--- src/sbst_pkg.sv ---
// package: constants and types for the boundary scan test access port
package sbst_pkg;
	localparam int IR_WIDTH = 3;
	localparam int ID_WIDTH = 32;
	localparam int RESET_TMS_EDGES = 5;
	localparam logic [2:0] INS_EXTEST = 3'h0;
	localparam logic [2:0] INS_IDCODE = 3'h1;
	localparam logic [2:0] INS_SAMPLE_Z = 3'h2;
	localparam logic [2:0] INS_RESERVED_BYPASS_CODE_A = 3'h3;
	localparam logic [2:0] INS_SAMPLE_PRELOAD = 3'h4;
	localparam logic [2:0] INS_PRIVATE = 3'h5;
	localparam logic [2:0] INS_RESERVED_BYPASS_CODE_B = 3'h6;
	localparam logic [2:0] INS_BYPASS = 3'h7;
	localparam logic [1:0] IR_CAPTURE_LOW = 2'h1;
	localparam logic [2:0] IR_RESET_VALUE = INS_IDCODE;
	// arbitrary identification code, not of any real part
	localparam logic [31:0] ID_CODE_DEFAULT = 32'h0000_0A5B;
	typedef enum logic [15:0] {
		ST_RESET      = 16'h0001,
		ST_IDLE       = 16'h0002,
		ST_SEL_DR     = 16'h0004,
		ST_CAPTURE_DR = 16'h0008,
		ST_SHIFT_DR   = 16'h0010,
		ST_EXIT1_DR   = 16'h0020,
		ST_PAUSE_DR   = 16'h0040,
		ST_EXIT2_DR   = 16'h0080,
		ST_UPDATE_DR  = 16'h0100,
		ST_SEL_IR     = 16'h0200,
		ST_CAPTURE_IR = 16'h0400,
		ST_SHIFT_IR   = 16'h0800,
		ST_EXIT1_IR   = 16'h1000,
		ST_PAUSE_IR   = 16'h2000,
		ST_EXIT2_IR   = 16'h4000,
		ST_UPDATE_IR  = 16'h8000
	} sbst_state_t;
	typedef struct packed {
		logic tck;
		logic tms;
		logic tdi;
	} sbst_pins_t;
	typedef struct packed {
		logic rise;
		logic fall;
		logic tms;
		logic tdi;
	} sbst_edge_t;
endpackage

--- src/sbst_sync.sv ---
// synchroniser and edge finder for the test pins
`timescale 1ns/100ps
`default_nettype none
module sbst_sync (
	input  wire logic               clock_i,
	input  wire logic               reset_n_i,
	input  wire sbst_pkg::sbst_pins_t pins_i,
	output var  sbst_pkg::sbst_edge_t edge_o
);
	sbst_pkg::sbst_pins_t meta;
	sbst_pkg::sbst_pins_t sync;
	logic                 tck_prev;
	// reset to one: floating pins read as high
	always_ff @(posedge clock_i) begin
		if (!reset_n_i) begin
			meta     <= 3'h7;
			sync     <= 3'h7;
			tck_prev <= 1'h1;
		end else begin
			meta     <= pins_i;
			sync     <= meta;
			tck_prev <= sync.tck;
		end
	end
	always_comb begin
		edge_o.rise = sync.tck & ~tck_prev;
		edge_o.fall = ~sync.tck & tck_prev;
		edge_o.tms  = sync.tms;
		edge_o.tdi  = sync.tdi;
	end
endmodule // sbst_sync
`default_nettype wire

--- src/sbst_tap.sv ---
// boundary scan test access port top
// Functional notes
// - sample tms/tdi on test clock rise, change tdo on fall only.
// - undriven mode-select counts as logic one.
// - undriven serial input shifts in as logic one.
// - five rising edges with tms high reach test-logic-reset.
// - reset at power-up; idle unless test clock toggles.
// - instruction register is 3 bits, shifted only when selected.
// - instruction resets to identification code on reset state.
// - bypass is one flip-flop between serial input and output.
// - boundary register captures pins, then shifts toward output.
// - boundary positions without pin hold logic one.
// - boundary register selected for extest, sample-z, sample/preload.
// - identification instruction captures fixed 32-bit code, then shifts it.
// - identification bit 0 leaves first.
// - capture-ir loads 01 into the two low bits.
// - shift-ir shifts new instruction in, old contents out, lsb first.
// - new instruction acts only after update-ir.
// - exactly one register between serial input and output.
// - serial output active only in states that need it.
// - decode 000 extest 001 id 010 sample-z 100 preload, others bypass.
// - sample-z floats memory outputs and selects boundary register.
`timescale 1ns/100ps
`default_nettype none
module sbst_tap #(
	parameter int               BSR_PINS  = 8,
	parameter int               BSR_SPARE = 2,
	parameter logic [31:0]      ID_CODE   = sbst_pkg::ID_CODE_DEFAULT
) (
	input  wire logic                CLOCK_I,
	input  wire logic                RESET_N_I,
	input  wire logic                TCK_I,
	input  wire logic                TMS_I,
	input  wire logic                TDI_I,
	input  wire logic [BSR_PINS-1:0] PIN_LEVEL_I,
	output logic                     TDO_O,
	output logic                     TDO_OE_O,
	output logic                     OUTPUTS_FLOAT_O,
	output logic                     EXTEST_DRIVE_O,
	output logic [BSR_PINS-1:0]      EXTEST_LEVEL_O,
	output logic [2:0]               INSTRUCTION_O
);
	localparam int BSR_LEN = BSR_PINS + BSR_SPARE;
	// a spare count of zero would leave an empty replication
	if (BSR_PINS < 1 || BSR_SPARE < 1 || BSR_LEN > 1024) begin : g_bad_size
		$error("boundary register size out of range");
	end

	sbst_pkg::sbst_pins_t  pins;
	sbst_pkg::sbst_edge_t  ev;
	sbst_pkg::sbst_state_t state;
	sbst_pkg::sbst_state_t next_state;
	logic [2:0]            ir_shift;
	logic [2:0]            ir_active;
	logic                  bypass_ff;
	logic [BSR_LEN-1:0]    bsr;
	logic [31:0]           id_reg;
	logic                  serial_bit;
	logic                  next_oe;
	logic [BSR_PINS-1:0]   pin_meta;
	logic [BSR_PINS-1:0]   pin_sync;

	assign pins = '{tck: TCK_I, tms: TMS_I, tdi: TDI_I};

	// pins pass two flops; reset value one stands for a floating pin
	sbst_sync u_sync (
		.clock_i   (CLOCK_I),
		.reset_n_i (RESET_N_I),
		.pins_i    (pins),
		.edge_o    (ev)
	);

	// memory pin levels pass two flops before capture
	always_ff @(posedge CLOCK_I) begin
		if (!RESET_N_I) begin
			pin_meta <= '0;
			pin_sync <= '0;
		end else begin
			pin_meta <= PIN_LEVEL_I;
			pin_sync <= pin_meta;
		end
	end

	function automatic logic sel_bsr(input logic [2:0] ins);
		sel_bsr = (ins == sbst_pkg::INS_EXTEST) || (ins == sbst_pkg::INS_SAMPLE_Z)
			|| (ins == sbst_pkg::INS_SAMPLE_PRELOAD);
	endfunction

	function automatic logic sel_id(input logic [2:0] ins);
		sel_id = (ins == sbst_pkg::INS_IDCODE);
	endfunction

	// controller transitions
	always_comb begin
		case (state)
			sbst_pkg::ST_RESET:      next_state = ev.tms ? sbst_pkg::ST_RESET : sbst_pkg::ST_IDLE;
			sbst_pkg::ST_IDLE:       next_state = ev.tms ? sbst_pkg::ST_SEL_DR : sbst_pkg::ST_IDLE;
			sbst_pkg::ST_SEL_DR:     next_state = ev.tms ? sbst_pkg::ST_SEL_IR
				: sbst_pkg::ST_CAPTURE_DR;
			sbst_pkg::ST_CAPTURE_DR: next_state = ev.tms ? sbst_pkg::ST_EXIT1_DR
				: sbst_pkg::ST_SHIFT_DR;
			sbst_pkg::ST_SHIFT_DR:   next_state = ev.tms ? sbst_pkg::ST_EXIT1_DR
				: sbst_pkg::ST_SHIFT_DR;
			sbst_pkg::ST_EXIT1_DR:   next_state = ev.tms ? sbst_pkg::ST_UPDATE_DR
				: sbst_pkg::ST_PAUSE_DR;
			sbst_pkg::ST_PAUSE_DR:   next_state = ev.tms ? sbst_pkg::ST_EXIT2_DR
				: sbst_pkg::ST_PAUSE_DR;
			sbst_pkg::ST_EXIT2_DR:   next_state = ev.tms ? sbst_pkg::ST_UPDATE_DR
				: sbst_pkg::ST_SHIFT_DR;
			sbst_pkg::ST_UPDATE_DR:  next_state = ev.tms ? sbst_pkg::ST_SEL_DR : sbst_pkg::ST_IDLE;
			sbst_pkg::ST_SEL_IR:     next_state = ev.tms ? sbst_pkg::ST_RESET
				: sbst_pkg::ST_CAPTURE_IR;
			sbst_pkg::ST_CAPTURE_IR: next_state = ev.tms ? sbst_pkg::ST_EXIT1_IR
				: sbst_pkg::ST_SHIFT_IR;
			sbst_pkg::ST_SHIFT_IR:   next_state = ev.tms ? sbst_pkg::ST_EXIT1_IR
				: sbst_pkg::ST_SHIFT_IR;
			sbst_pkg::ST_EXIT1_IR:   next_state = ev.tms ? sbst_pkg::ST_UPDATE_IR
				: sbst_pkg::ST_PAUSE_IR;
			sbst_pkg::ST_PAUSE_IR:   next_state = ev.tms ? sbst_pkg::ST_EXIT2_IR
				: sbst_pkg::ST_PAUSE_IR;
			sbst_pkg::ST_EXIT2_IR:   next_state = ev.tms ? sbst_pkg::ST_UPDATE_IR
				: sbst_pkg::ST_SHIFT_IR;
			sbst_pkg::ST_UPDATE_IR:  next_state = ev.tms ? sbst_pkg::ST_SEL_DR : sbst_pkg::ST_IDLE;
			default:                 next_state = sbst_pkg::ST_RESET;
		endcase
	end

	// state moves only on a test clock rise
	always_ff @(posedge CLOCK_I) begin
		if (!RESET_N_I) begin
			state <= sbst_pkg::ST_RESET;
		end else if (ev.rise) begin
			state <= next_state;
		end
	end

	// instruction shift and active registers
	always_ff @(posedge CLOCK_I) begin
		if (!RESET_N_I) begin
			ir_shift  <= sbst_pkg::IR_RESET_VALUE;
			ir_active <= sbst_pkg::IR_RESET_VALUE;
		end else if (ev.rise) begin
			case (state)
				sbst_pkg::ST_RESET: begin
					ir_active <= sbst_pkg::IR_RESET_VALUE;
				end
				sbst_pkg::ST_CAPTURE_IR: begin
					ir_shift <= {ir_active[2], sbst_pkg::IR_CAPTURE_LOW};
				end
				sbst_pkg::ST_SHIFT_IR: begin
					ir_shift <= {ev.tdi, ir_shift[2:1]};
				end
				sbst_pkg::ST_UPDATE_IR: begin
					ir_active <= ir_shift;
				end
				default: begin
					ir_active <= ir_active;
				end
			endcase
		end
	end

	// data registers: capture and shift
	always_ff @(posedge CLOCK_I) begin
		if (!RESET_N_I) begin
			bypass_ff <= 1'h0;
			bsr       <= '1;
			id_reg    <= 32'h0000_0000;
		end else if (ev.rise) begin
			if (state == sbst_pkg::ST_CAPTURE_DR) begin
				bypass_ff <= 1'h0;
				if (sel_bsr(ir_active))
					bsr <= {{BSR_SPARE{1'h1}}, pin_sync};
				if (sel_id(ir_active))
					id_reg <= ID_CODE;
			end else if (state == sbst_pkg::ST_SHIFT_DR) begin
				if (sel_bsr(ir_active))
					bsr <= {ev.tdi, bsr[BSR_LEN-1:1]};
				else if (sel_id(ir_active))
					id_reg <= {ev.tdi, id_reg[31:1]};
				else
					bypass_ff <= ev.tdi;
			end
		end
	end

	// one register feeds the serial output
	always_comb begin
		if (state == sbst_pkg::ST_SHIFT_IR)
			serial_bit = ir_shift[0];
		else if (sel_bsr(ir_active))
			serial_bit = bsr[0];
		else if (sel_id(ir_active))
			serial_bit = id_reg[0];
		else
			serial_bit = bypass_ff;
		next_oe = (state == sbst_pkg::ST_SHIFT_IR) || (state == sbst_pkg::ST_SHIFT_DR);
	end

	// serial output updates on a falling test clock edge only
	always_ff @(posedge CLOCK_I) begin
		if (!RESET_N_I) begin
			TDO_O    <= 1'h0;
			TDO_OE_O <= 1'h0;
		end else if (ev.fall) begin
			TDO_O    <= next_oe ? serial_bit : 1'h0;
			TDO_OE_O <= next_oe;
		end
	end

	// memory-side controls follow the active instruction; drive levels follow the boundary register
	always_ff @(posedge CLOCK_I) begin
		if (!RESET_N_I) begin
			OUTPUTS_FLOAT_O <= 1'h0;
			EXTEST_DRIVE_O  <= 1'h0;
			EXTEST_LEVEL_O  <= '0;
			INSTRUCTION_O   <= sbst_pkg::IR_RESET_VALUE;
		end else begin
			OUTPUTS_FLOAT_O <= (ir_active == sbst_pkg::INS_SAMPLE_Z);
			EXTEST_DRIVE_O  <= (ir_active == sbst_pkg::INS_EXTEST);
			EXTEST_LEVEL_O  <= bsr[BSR_PINS-1:0];
			INSTRUCTION_O   <= ir_active;
		end
	end

	// assertions
	localparam logic [2:0] TMS_LIMIT = 3'(sbst_pkg::RESET_TMS_EDGES);
	logic [2:0] tms_high_count;
	always_ff @(posedge CLOCK_I) begin
		if (!RESET_N_I)
			tms_high_count <= 3'h0;
		else if (ev.rise)
			tms_high_count <= !ev.tms ? 3'h0
				: (tms_high_count == TMS_LIMIT) ? TMS_LIMIT : tms_high_count + 3'h1;
	end

	a_five_tms_reset: assert property (@(posedge CLOCK_I) disable iff (!RESET_N_I)
		(tms_high_count == TMS_LIMIT) |-> (state == sbst_pkg::ST_RESET))
		else $error("five tms highs did not reach reset");
	a_tdo_fall_only: assert property (@(posedge CLOCK_I) disable iff (!RESET_N_I)
		!$past(ev.fall) |-> ($stable(TDO_OE_O) && $stable(TDO_O)))
		else $error("tdo changed off a falling edge");
	a_tdo_oe_shift: assert property (@(posedge CLOCK_I) disable iff (!RESET_N_I)
		ev.fall |=> (TDO_OE_O == ($past(state) == sbst_pkg::ST_SHIFT_IR
			|| $past(state) == sbst_pkg::ST_SHIFT_DR)))
		else $error("tdo enable wrong after falling edge");
	a_ir_capture_low: assert property (@(posedge CLOCK_I) disable iff (!RESET_N_I)
		(ev.rise && state == sbst_pkg::ST_CAPTURE_IR) |=> (ir_shift[1:0] == 2'h1))
		else $error("capture-ir pattern wrong");
	a_ir_reset_load: assert property (@(posedge CLOCK_I) disable iff (!RESET_N_I)
		(ev.rise && state == sbst_pkg::ST_RESET) |=> (ir_active == sbst_pkg::INS_IDCODE))
		else $error("instruction not reset to id");
	a_ir_hold: assert property (@(posedge CLOCK_I) disable iff (!RESET_N_I)
		!(ev.rise && (state == sbst_pkg::ST_UPDATE_IR || state == sbst_pkg::ST_RESET))
			|=> $stable(ir_active))
		else $error("instruction changed outside update");
	a_id_capture: assert property (@(posedge CLOCK_I) disable iff (!RESET_N_I)
		(ev.rise && state == sbst_pkg::ST_CAPTURE_DR && ir_active == sbst_pkg::INS_IDCODE)
			|=> (id_reg == ID_CODE))
		else $error("id code not captured");
	a_bypass_shift: assert property (@(posedge CLOCK_I) disable iff (!RESET_N_I)
		(ev.rise && state == sbst_pkg::ST_SHIFT_DR && ir_active == sbst_pkg::INS_BYPASS)
			|=> (bypass_ff == $past(ev.tdi)))
		else $error("bypass did not take serial input");
	a_spare_ones: assert property (@(posedge CLOCK_I) disable iff (!RESET_N_I)
		(ev.rise && state == sbst_pkg::ST_CAPTURE_DR && sel_bsr(ir_active))
			|=> (bsr[BSR_LEN-1:BSR_PINS] == '1))
		else $error("spare boundary bits not one");
	a_float_sample_z: assert property (@(posedge CLOCK_I) disable iff (!RESET_N_I)
		(ir_active == sbst_pkg::INS_SAMPLE_Z) |=> OUTPUTS_FLOAT_O)
		else $error("outputs not floated");
	a_ir_shift_in: assert property (@(posedge CLOCK_I) disable iff (!RESET_N_I)
		(ev.rise && state == sbst_pkg::ST_SHIFT_IR) |=> (ir_shift[2] == $past(ev.tdi)))
		else $error("instruction did not take serial input");
	a_state_onehot: assert property (@(posedge CLOCK_I) disable iff (!RESET_N_I)
		$onehot(state))
		else $error("controller state not one-hot");
	a_tdo_quiet: assert property (@(posedge CLOCK_I) disable iff (!RESET_N_I)
		!TDO_OE_O |-> !TDO_O)
		else $error("tdo high while disabled");
	a_bsr_capture: assert property (@(posedge CLOCK_I) disable iff (!RESET_N_I)
		(ev.rise && state == sbst_pkg::ST_CAPTURE_DR && sel_bsr(ir_active))
			|=> (bsr[BSR_PINS-1:0] == $past(pin_sync)))
		else $error("boundary capture missed pin levels");
	a_extest_drive: assert property (@(posedge CLOCK_I) disable iff (!RESET_N_I)
		(ir_active == sbst_pkg::INS_EXTEST) |=> EXTEST_DRIVE_O)
		else $error("extest drive not raised");
	a_id_first_bit: assert property (@(posedge CLOCK_I) disable iff (!RESET_N_I)
		(ev.fall && state == sbst_pkg::ST_SHIFT_DR && sel_id(ir_active))
			|=> (TDO_O == $past(id_reg[0])))
		else $error("id register bit 0 not on serial output");

	// covers
	c_pause_dr: cover property (@(posedge CLOCK_I) disable iff (!RESET_N_I)
		ev.rise && state == sbst_pkg::ST_PAUSE_DR);

	c_id_shift: cover property (@(posedge CLOCK_I) disable iff (!RESET_N_I)
		state == sbst_pkg::ST_SHIFT_DR && ir_active == sbst_pkg::INS_IDCODE);
	c_update_ir: cover property (@(posedge CLOCK_I) disable iff (!RESET_N_I)
		ev.rise && state == sbst_pkg::ST_UPDATE_IR);
	c_sample_z: cover property (@(posedge CLOCK_I) disable iff (!RESET_N_I) OUTPUTS_FLOAT_O);
	c_bypass: cover property (@(posedge CLOCK_I) disable iff (!RESET_N_I)
		state == sbst_pkg::ST_SHIFT_DR && ir_active == sbst_pkg::INS_BYPASS);
endmodule // sbst_tap
`default_nettype wire

--- config.mk ---
export PLATFORM = sky130hd
export DESIGN_NAME = sbst_tap
export DESIGN_NICKNAME = d
export VERILOG_FILES = /design/src/sbst_pkg.sv /design/src/sbst_sync.sv /design/src/sbst_tap.sv
export SDC_FILE = /design/constraint.sdc
export NUM_CORES = 1
export LEC_CHECK = 0
export ABC_AREA = 0
export ABC_CLOCK_PERIOD_IN_PS = 3150
export BUFFER_PORTS_ARGS = -buffer_cell sky130_fd_sc_hd__buf_2
export CAP_MARGIN = 20
export CORE_AREA = 2 2 90 92
export DETAILED_ROUTE_END_ITERATION = 12
export DIE_AREA = 0 0 92 94
export MAX_ROUTING_LAYER = met4
export PLACE_DENSITY = 0.73
export REMOVE_ABC_BUFFERS = 1
export SYNTH_ARGS = -nofsm -noshare
export SYNTH_HDL_FRONTEND = slang
export SYNTH_SLANG_ARGS = --single-unit
--- constraint.sdc ---
create_clock -name CLOCK_I -period 3.15 [get_ports CLOCK_I]
set_input_delay 0 -clock CLOCK_I [delete_from_list [all_inputs] [get_ports CLOCK_I]]
set_output_delay 0 -clock CLOCK_I [all_outputs]
set_load 0.01 [all_outputs]
==> results of run 1 <==
Yosys cell counts (2+ instances only):
| master | instances |
|---|---|
| and2_1 | 30 |
| o211ai_1 | 11 |
| xor2_1 | 4 |
| or3_1 | 6 |
| nand2_1 | 55 |
| a31oi_1 | 4 |
| nand4_1 | 6 |
| or4_1 | 4 |
| clkbuf_1 | 23 |
| o21ai_0 | 11 |
| nand3_1 | 31 |
| nand2b_1 | 9 |
| and3_1 | 5 |
| nor3b_1 | 5 |
| dfxtp_1 | 103 |
| o2111ai_1 | 2 |
| buf_4 | 2 |
| or4_4 | 3 |
| a211oi_1 | 2 |
| and4_1 | 2 |
| a22oi_1 | 4 |
| nor2b_1 | 4 |
| inv_1 | 3 |
| mux2i_1 | 8 |
| nor3_1 | 24 |
| nor2_1 | 25 |
| xnor2_1 | 5 |
| buf_2 | 8 |
| buf_6 | 4 |
| a21oi_1 | 43 |
| nor4_1 | 8 |
kinds of logic after synthesis:
group / Yosys count / synth area share
AOI/OAI and AO/OA: 82 / 0.117
xor gates and xnor gates: 9 / 0.0190
buffers and inverters: 41 / 0.0486
DFF: 103 / 0.498
muxes: 8 / 0.0193
and+or+nand+nor: 227 / 0.298
metrics by stage:
stage / setup slack [ps] / cell area (sq um)
finish: 562 / 4600
global route: 466 / 4600
CTS: 645 / 4600
detailed placement: 692 / 4260
global placement: 771 / 4260
floorplan: 519 / 3960
power by group through the flow:
stage                     clock network [mW]  registers (mW)  logic, mW
after global placement                     0            1.36     0.0681
final                                  0.931            1.33     0.0786
after CTS                              0.961            1.33     0.0788
after floorplan                            0            1.36     0.0333
after global routing                    1.00            1.33     0.0881
after detailed placement                   0            1.36     0.0681
cell type report:
cell class,instances,share of cell area
Tap cell,102,0.0277
Clock inverter,6,0.0218
Clock buffer,10,0.0277
Timing Repair Buffer,44,0.0631
Multi-Input combinational cell,326,0.408
Inverter,4,0.00326
Sequential cell,103,0.448
worst paths after layout:
path / slack [ps] / endpoint / start
worst max register to register: 560 / bsr[2] / state[5]
worst min-delay path: 150 / ir_active[0] / RESET_N_I
worst min register to register: 420 / u_sync.edge_o[1] / u_sync.meta[1]
worst max-delay path: 560 / bsr[2] / state[5]
critical path, cell delays in order, from the launching register on:
cell and delay [ps]:
dfxtp_1 400, or4_4 590, nor4bb_1 490, and2_1 560
mux2i_1 280, o211ai_1 110
per-layer routing:
| layer | vias up | wire, microns |
|---|---|---|
| met5 | - | 0 |
| met3 | 14 | 396 |
| met4 | 0 | 105 |
| li1 | 1678 | - |
| met2 | 88 | 4070 |
| met1 | 1532 | 4000 |
==> results.py, run 1 <==
metrics = {
    "finish": {
        "utilization": 0.605,
        "multi_input_area_sq_mm": 0.00188,
        "area_growth_pct": 11.1,
        "final_cell_mix": "dfxtp_1, nand2_1, a21oi_1",
        "layout_commonest_cell": "dfxtp_1",
        "largest_reg_flops": 32,
        "nFillCells": 655,
        "layout.nets": 501,
        "final_cells": 595,
        "n_antenna_cell": 0,
        "post_route_cells_drive_above_1_share": 0.116,
        "seqCellArea_sq_mm": 0.00206,
    },
    "route": {
        "drcViolationCount": 0,
        "ant_nets": 0,
        "vias": 3312,
        "dr.pass1.iters": 5,
        "routed_wirelength_microns": 8580,
        "vias_per_cell": 5.57,
        "first_iter_violations": 236,
        "routedWlPerCell_microns": 14.4,
    },
    "global_route": {
        "grt_remaining_overflow": 0,
        "use_met3": 0.0490,
        "grt_pass1_vias": 3055,
        "grt_start_max_net_pins": 52,
        "top_usage_layer": "met2",
        "grtUsageMet2": 0.330,
        "grt.total_usage": 0.215,
        "use_met1": 0.279,
        "antenna_found_initial": 0,
        "grt_first_pass_wirelength_microns": 14400,
    },
    "cts": {
        "clk_path_buf_depth": 2,
        "clkSinkCount": 103,
        "clk-insertion-delay-late_ps": 370,
        "cts_setup_buffers": 0,
        "holdBufCountCts": 11,
        "cts_htree_levels": 3,
        "cts_resized": 0,
        "cts_buffers": 9,
        "clk_pin_slew_ps": 100,
        "cts_tree": "done",
        "clockRootBuffer": "clkbuf_8",
    },
    "timing": {
        "rsz0062_at_grt": "no",
        "tightestPinTransition_ps": 767,
        "fmax_mhz": 386,
        "drv_slew": 0,
        "clock_skew_ps": 13.9,
        "period_share": 0.822,
        "tns_ps": 0,
        "timing.slew.headroom": 0.484,
        "fin_hold_ws_ps": 151,
        "hold_viol_final": 0,
        "finalSetupViolCount": 0,
        "period_minus_slack_ps": 2590,
    },
    "logic_synthesis": {
        "synth_top_area_frac": 0.498,
        "ys_seq_elements": 103,
        "synthTopCellsByArea": "dfxtp_1, a21oi_1, nand2_1",
        "synth_seq_area_share": 0.498,
        "synth_cell_types": 47,
        "avgSynthCellArea_sq_um": 8.81,
        "synth_top_cell_by_area": "dfxtp_1",
        "ys.flop_type": "dfxtp_1",
        "synth-edff-count": 0,
        "yosys_warnings": 0,
        "async_reset_ff_frac": 0,
        "syn_inst": 470,
        "syn_area_sq_mm": 0.00414,
    },
    "status": {
        "outcome": "complete, no violations",
    },
    "power": {
        "p_leak_nw": 1.71,
        "power_density_mw_per_mm2": 508,
        "p_int_mw": 1.82,
        "combPwrFrac": 0.034,
        "clkPwrFrac": 0.398,
        "switching_share": 0.221,
        "switchingPower_uw": 518,
        "ir_drop_mv": 0.346,
        "power.total_mw": 2.34,
        "p_seq_frac": 0.569,
    },
    "worst_hold_path": {
        "hp-class": "in -> reg",
        "hold_depth": 2,
    },
    "placed_design": {
        "port_buffers": 27,
        "dp_cells": 568,
        "globalplace.congestion": 1.06,
        "place_hpwl_microns": 5370,
    },
    "worst_setup_path": {
        "start_kind": "register",
        "crit_fanout": 10,
        "worstSetupPathType": "reg -> reg",
        "critPathCaptureType": "register",
        "cp.required_ps": 3350,
        "rr_worst_depth": 5,
        "arrival_ps": 2790,
    },
    "flow_run": {
        "drv_cap": 0,
    },
    "floorplanning": {
        "fp.coreArea_sq_mm": 0.00761,
        "chipWidth_microns": 92,
        "start_util": 0.544,
        "fp-row-count": 32,
        "chipHeight_microns": 94,
        "io_pins": 28,
        "die_area_sq_mm": 0.00865,
    },
}
Power figures use the tool's default switching activity.
==> run 2, diff against run 1 <==
ABC_AREA = 1   (was 0)
ABC_CLOCK_PERIOD_IN_PS = 2400   (was 3150)
CORE_AREA = 2 2 93 95   (was 2 2 90 92)
DIE_AREA = 0 0 95 97   (was 0 0 92 94)
PLACE_DENSITY = 0.71   (was 0.73)
clock period = 2.4 ns   (was 3.15 ns; I/O delays follow)
==> results.py, run 2 <==
metrics = {
    "status": {
        "outcome": "complete, no violations",
    },
    "logic_synthesis": {
        "synth_cell_types": 29,
        "synth-xor-area-share": 0,
        "ys_seq_elements": 103,
        "yosysMostFrequentCell": "nand2_1",
        "syn_inst": 586,
        "synth_adder_area_share": 0,
        "synth_seq_area_share": 0.473,
        "synth_top_cell_by_area": "dfxtp_1",
        "synthTopCellsByCount": "nand2_1, dfxtp_1, inv_1, nor2_1, a21oi_1",
        "yosys.area_share.simple": 0.293,
        "synth-edff-count": 0,
        "synth_top_area_frac": 0.473,
        "syn_area_sq_mm": 0.00436,
        "avgSynthCellArea_sq_um": 7.45,
        "ys.flop_type": "dfxtp_1",
        "yosys_warnings": 0,
        "synth_compound_area_frac": 0.119,
        "synthTopCellsByArea": "dfxtp_1, nand2_1, inv_1",
        "yosys-mux-area-fraction": 0,
        "synth_top_family_by_area": "simple AND/OR/NAND/NOR gates",
        "async_reset_ff_frac": 0,
    },
    "route": {
        "dr.pass1.iters": 5,
        "vias_per_cell": 4.82,
        "routed_wirelength_microns": 8370,
        "ant_nets": 0,
        "routedWlPerCell_microns": 11.4,
        "first_iter_violations": 169,
        "drcViolationCount": 0,
        "vias": 3529,
    },
    "global_route": {
        "grt.total_usage": 0.198,
        "grt_first_pass_wirelength_microns": 14500,
        "antenna_found_initial": 0,
        "grt_pass1_vias": 3355,
        "grt_remaining_overflow": 0,
        "grt_start_max_net_pins": 59,
    },
    "timing": {
        "fmax_mhz": 495,
        "tns_ps": 0,
        "period_minus_slack_ps": 2020,
        "timing.slew.headroom": 0.506,
        "hold_viol_final": 0,
        "finalSetupViolCount": 0,
        "tightestPinTransition_ps": 737,
        "clock_skew_ps": 11.6,
        "rsz0062_at_grt": "no",
        "drv_slew": 0,
        "period_share": 0.843,
    },
    "worst_setup_path": {
        "cpMaxStageDelayCell": "buf_4",
        "arrival_ps": 2280,
        "cp_num_buf_inv": 2,
        "critPathCaptureType": "register",
        "crit_top_cell": "nand2_2",
        "start_kind": "register",
        "worstSetupPathType": "reg -> reg",
        "cp.required_ps": 2650,
        "crit_chain": "nor2_4, nand2_2, nor2_8, nand2_2, nand2_4, nand3_4, buf_4, inv_2, o21ai_0, nor2_1",
        "crit_fanout": 58,
        "cpLargestDelayFamily": "buffers and inverters",
        "max_stage_delay_ps": 520,
    },
    "finish": {
        "area_growth_pct": 12.3,
        "final_cell_mix": "nand2_1, dfxtp_1, inv_1",
        "largest_reg_flops": 32,
        "nFillCells": 736,
        "layout.nets": 635,
        "layout_commonest_cell": "nand2_1",
        "n_antenna_cell": 0,
        "post_route_cells_drive_above_1_share": 0.175,
    },
    "flow_run": {
        "drv_cap": 0,
    },
    "floorplanning": {
        "chipWidth_microns": 95,
        "io_pins": 28,
        "start_util": 0.536,
        "fp-row-count": 33,
        "die_area_sq_mm": 0.00922,
        "fp.coreArea_sq_mm": 0.00813,
        "chipHeight_microns": 97,
    },
    "worst_hold_path": {
        "hp-class": "in -> reg",
    },
    "cts": {
        "clkSinkCount": 103,
        "cts_tree": "done",
        "cts_buffers": 9,
        "clockRootBuffer": "clkbuf_8",
        "clk_pin_slew_ps": 100,
        "clk-insertion-delay-late_ps": 370,
        "clk_path_buf_depth": 2,
        "cts_htree_levels": 3,
    },
    "placed_design": {
        "place_hpwl_microns": 5640,
        "globalplace.congestion": 0.908,
        "port_buffers": 27,
    },
    "power": {
        "p_leak_nw": 2.32,
        "power.total_mw": 2.96,
        "ir_drop_mv": 0.434,
        "power_density_mw_per_mm2": 604,
    },
}
==> run 2: changes by cell type in the layout (fill, tap and decap cells not counted), sizes merged, moves of 8 or more <==
cell / change
inv: +97
nand2: +85
and2: -31
nor2: +30
or2: +14
nor4: -10
nand2b: -9
mux2i: -8
nor3: +8
o21ai: +8
==> run 2: cell families (layout without fill, tap and decap cells) <==
logic type             count (synthesis)  in the layout
AO/OA/AOI/OAI                         82             82
buffers and inverters                126            167
flip-flops                           103            103
AND/OR/NAND/NOR                      275            275
==> run 2: final timing paths <==
path,to,cells after the start,slack (ps),start
min,bsr[3],3,180,RESET_N_I
max,id_reg[6],10,380,state[8]
min reg2reg,pin_sync[2],2,410,pin_meta[2]
max reg2reg,id_reg[6],10,380,state[8]
==> run 2: per-layer routing <==
| metal | global-route usage | up-vias | part of all wire |
|---|---|---|---|
| li1 | - | 1879 | - |
| met1 | 0.244 | 1588 | 0.47 |
| met2 | 0.324 | 53 | 0.48 |
| met3 | 0.0498 | 9 | 0.034 |
| met4 | 0.0524 | 0 | 0.010 |
| met5 | - | - | 0 |
==> run 2: layout make-up <==
class                      instances  area (sq um)  share of cell area
timing repair buffer              48           320              0.0654
tap                              105           131              0.0268
sequential                       103          2060               0.421
clock buffer                       9           124              0.0253
multi-input combinational        357          1800               0.367
clock inverter                     7          80.1              0.0163
inverter                         103           387              0.0789
==> run 2: worst reg2reg max path: cells and delay by family, from the launching register on <==
kind                   cells  cell delay (ps)
buffers and inverters      2              680
AND/OR/NAND/NOR            7              610
flip-flops                 1              420
AO/OA/AOI/OAI              1              200
==> run 2: through the flow <==
| stage | area [sq um] | cells | hold WS, ps | utilization | setup WS [ps] |
|---|---|---|---|---|---|
| global placement | 4590 | 705 | 182 | 0.564 | 466 |
| CTS | 4900 | 732 | 166 | 0.603 | 370 |
| global route | 4900 | 732 | 184 | 0.603 | 153 |
| detailed placement | 4590 | 705 | 184 | 0.564 | 386 |
| floorplan | 4250 | 563 | 69.0 | - | 297 |
| finish | 4900 | 732 | 177 | 0.603 | 378 |
==> run 2: repair_timing <==
action	in CTS	in global routing
hold buffers	11	0
buffers inserted	0	0
resized for setup	0	0
endpoints found under the hold margin	11	0
==> run 2: report_power, final <==
group | switching [mW] | internal [mW]
Combinational | 0.0621 | 0.0444
Clock | 0.619 | 0.495
Sequential | 0.00707 | 1.73
==> run 3, diff against run 2 <==
ABC_CLOCK_PERIOD_IN_PS = 1900   (was 2400)
clock period = 1.9 ns   (was 2.4 ns; I/O delays follow)
==> results.py, run 3 (synthesis gave the netlist of run 2 again) <==
metrics = {
    "cts": {
        "clk_path_buf_depth": 2,
        "clockRootBuffer": "clkbuf_8",
        "cts_buffers": 9,
        "cts_tree": "done",
        "cts_htree_levels": 3,
        "clk_pin_slew_ps": 100,
        "clkSinkCount": 103,
        "clk-insertion-delay-late_ps": 370,
    },
    "worst_setup_path": {
        "r2r-end": "id_reg[15]",
        "reg2reg_slack_ps": 130,
        "critPathCaptureType": "register",
        "worstSetupPathType": "reg -> reg",
        "start_kind": "register",
        "cp.required_ps": 2160,
        "max_stage_delay_ps": 360,
        "arrival_ps": 2040,
        "r2r_start": "state[8]",
        "cpMaxStageDelayCell": "dfxtp_2",
        "crit_fanout": 16,
        "rr_worst_depth": 9,
        "crit_chain": "nor2_4, nand2_2, nor2_8, nand2_2, nand2_4, nand3_2, buf_16, a21oi_1, nor3_2",
        "crit_top_cell": "nand2_2",
    },
    "placed_design": {
        "port_buffers": 27,
        "dp_slack_ps": -12.0,
        "place_hpwl_microns": 5880,
        "globalplace.congestion": 0.863,
    },
    "floorplanning": {
        "io_pins": 28,
        "fp-row-count": 33,
        "die_area_sq_mm": 0.00922,
        "chipWidth_microns": 95,
        "start_util": 0.536,
        "fp.coreArea_sq_mm": 0.00813,
        "chipHeight_microns": 97,
    },
    "status": {
        "outcome": "complete, no violations",
    },
    "global_route": {
        "grt.total_usage": 0.210,
        "antenna_found_initial": 0,
        "grtUsageMet2": 0.343,
        "use_met1": 0.262,
        "top_usage_layer": "met2",
        "grt_remaining_overflow": 0,
        "use_met3": 0.0475,
        "grt_start_max_net_pins": 53,
        "grt_pass1_vias": 3449,
        "grt_first_pass_wirelength_microns": 15200,
    },
    "route": {
        "routedWlPerCell_microns": 12.0,
        "dr.pass1.iters": 4,
        "drcViolationCount": 0,
        "first_iter_violations": 174,
        "vias": 3636,
        "vias_per_cell": 4.87,
        "ant_nets": 0,
        "routed_wirelength_microns": 8990,
    },
    "power": {
        "switchingPower_uw": 869,
        "ir_drop_mv": 0.473,
        "clkPwrFrac": 0.359,
        "p_int_mw": 2.78,
        "p_leak_nw": 2.42,
        "power_density_mw_per_mm2": 715,
        "switching_share": 0.238,
        "combPwrFrac": 0.038,
        "p_seq_frac": 0.603,
    },
    "timing": {
        "period_share": 0.934,
        "finalSetupViolCount": 0,
        "clock_skew_ps": 9.95,
        "fin_ws_ps": 126,
        "tightestPinTransition_ps": 456,
        "rsz0062_at_grt": "yes",
        "drv_slew": 0,
        "timing.slew.headroom": 0.695,
        "period_minus_slack_ps": 1770,
        "fmax_mhz": 564,
        "hold_viol_final": 0,
    },
    "worst_hold_path": {
        "hp-class": "in -> reg",
        "hold_depth": 4,
        "hold_path_startpoint": "PIN_LEVEL_I[1]",
        "hold_end": "pin_meta[1]",
    },
    "finish": {
        "n_antenna_cell": 0,
        "post_route_cells_drive_above_1_share": 0.206,
        "utilization": 0.628,
        "area_growth_pct": 17.0,
        "largest_reg_flops": 32,
        "layout_commonest_cell": "nand2_1",
        "layout.nets": 650,
        "final_cell_mix": "nand2_1, dfxtp_1, inv_1",
    },
    "flow_run": {
        "drv_cap": 0,
    },
}
run 3: cell count changes in the layout (fill, tap and decap cells not counted), moves of 2 or more:
| cell | previous run | this run |
|---|---|---|
| nor2_1 | 46 | 42 |
| buf_6 | 0 | 2 |
| inv_6 | 1 | 3 |
| nor2_2 | 6 | 9 |
| buf_4 | 10 | 17 |
| nand3_2 | 0 | 2 |
| clkinv_4 | 2 | 0 |
| buf_12 | 0 | 2 |
run 3: cell type report:
type / instances / area, sq um
well taps: 105 / 131
flip-flops and latches: 103 / 2060
fillers: 716 / 3030
clock buffers: 10 / 138
inverters: 103 / 388
repair buffers: 62 / 498
clock inverters: 6 / 50.0
multi-input cells: 358 / 1840
run 3: power groups by stage:
stage | combinational (mW) | clock (mW) | sequential [mW]
after global placement | 0.118 | 0 | 2.25
after detailed placement | 0.119 | 0 | 2.25
final | 0.139 | 1.31 | 2.20
after floorplan | 0.0523 | 0 | 2.25
after CTS | 0.139 | 1.35 | 2.20
after global routing | 0.156 | 1.44 | 2.20
run 3: worst max path at each step:
stage                          from     endpoint  slack (ps)  cells after the start
after floorplan            state[6]   id_reg[15]        -200                      8
after global placement     state[2]  ir_shift[1]          70                     10
after detailed placement  state[10]   id_reg[29]         -10                     10
after CTS                  state[8]   id_reg[15]          40                      9
after global routing       state[2]  ir_shift[1]         -20                     10
final                      state[8]   id_reg[15]         130                      9
run 3: per-stage QoR:
step           hold slack, ps  cell area, sq um  total power, mW  setup TNS, ps  std cells
2_1_floorplan            69.0              4250             2.30          -5210        563
3_3_place_gp              181              4640             2.37              0        709
3_5_place_dp              185              4640             2.37          -12.0        709
4_1_cts                   325              5000             3.69              0        740
5_1_grt                   348              5110             3.80          -25.3        747
6_report                  345              5110             3.65              0        747
run 3: per-layer routing:
layer / up-vias / wire (microns)
met1: 1665 / 4290
met5: - / 0
met3: 9 / 256
met4: 0 / 104
met2: 48 / 4340
li1: 1914 / -
run 3: worst max-delay path: cells and delay by family (launching register included):
kind            cells  cell delay, ps
compound gates      1             150
buf+inv             1             230
flops               1             360
simple gates        7             920
run 3: what timing repair did:
action	4_1_cts	5_1_grt
hold buffers	12	0
pin swaps	0	2
hold endpoints to repair	19	0
cloned	1	2
setup endpoints to repair	4	41
setup buffers	2	5
resized for setup	1	12
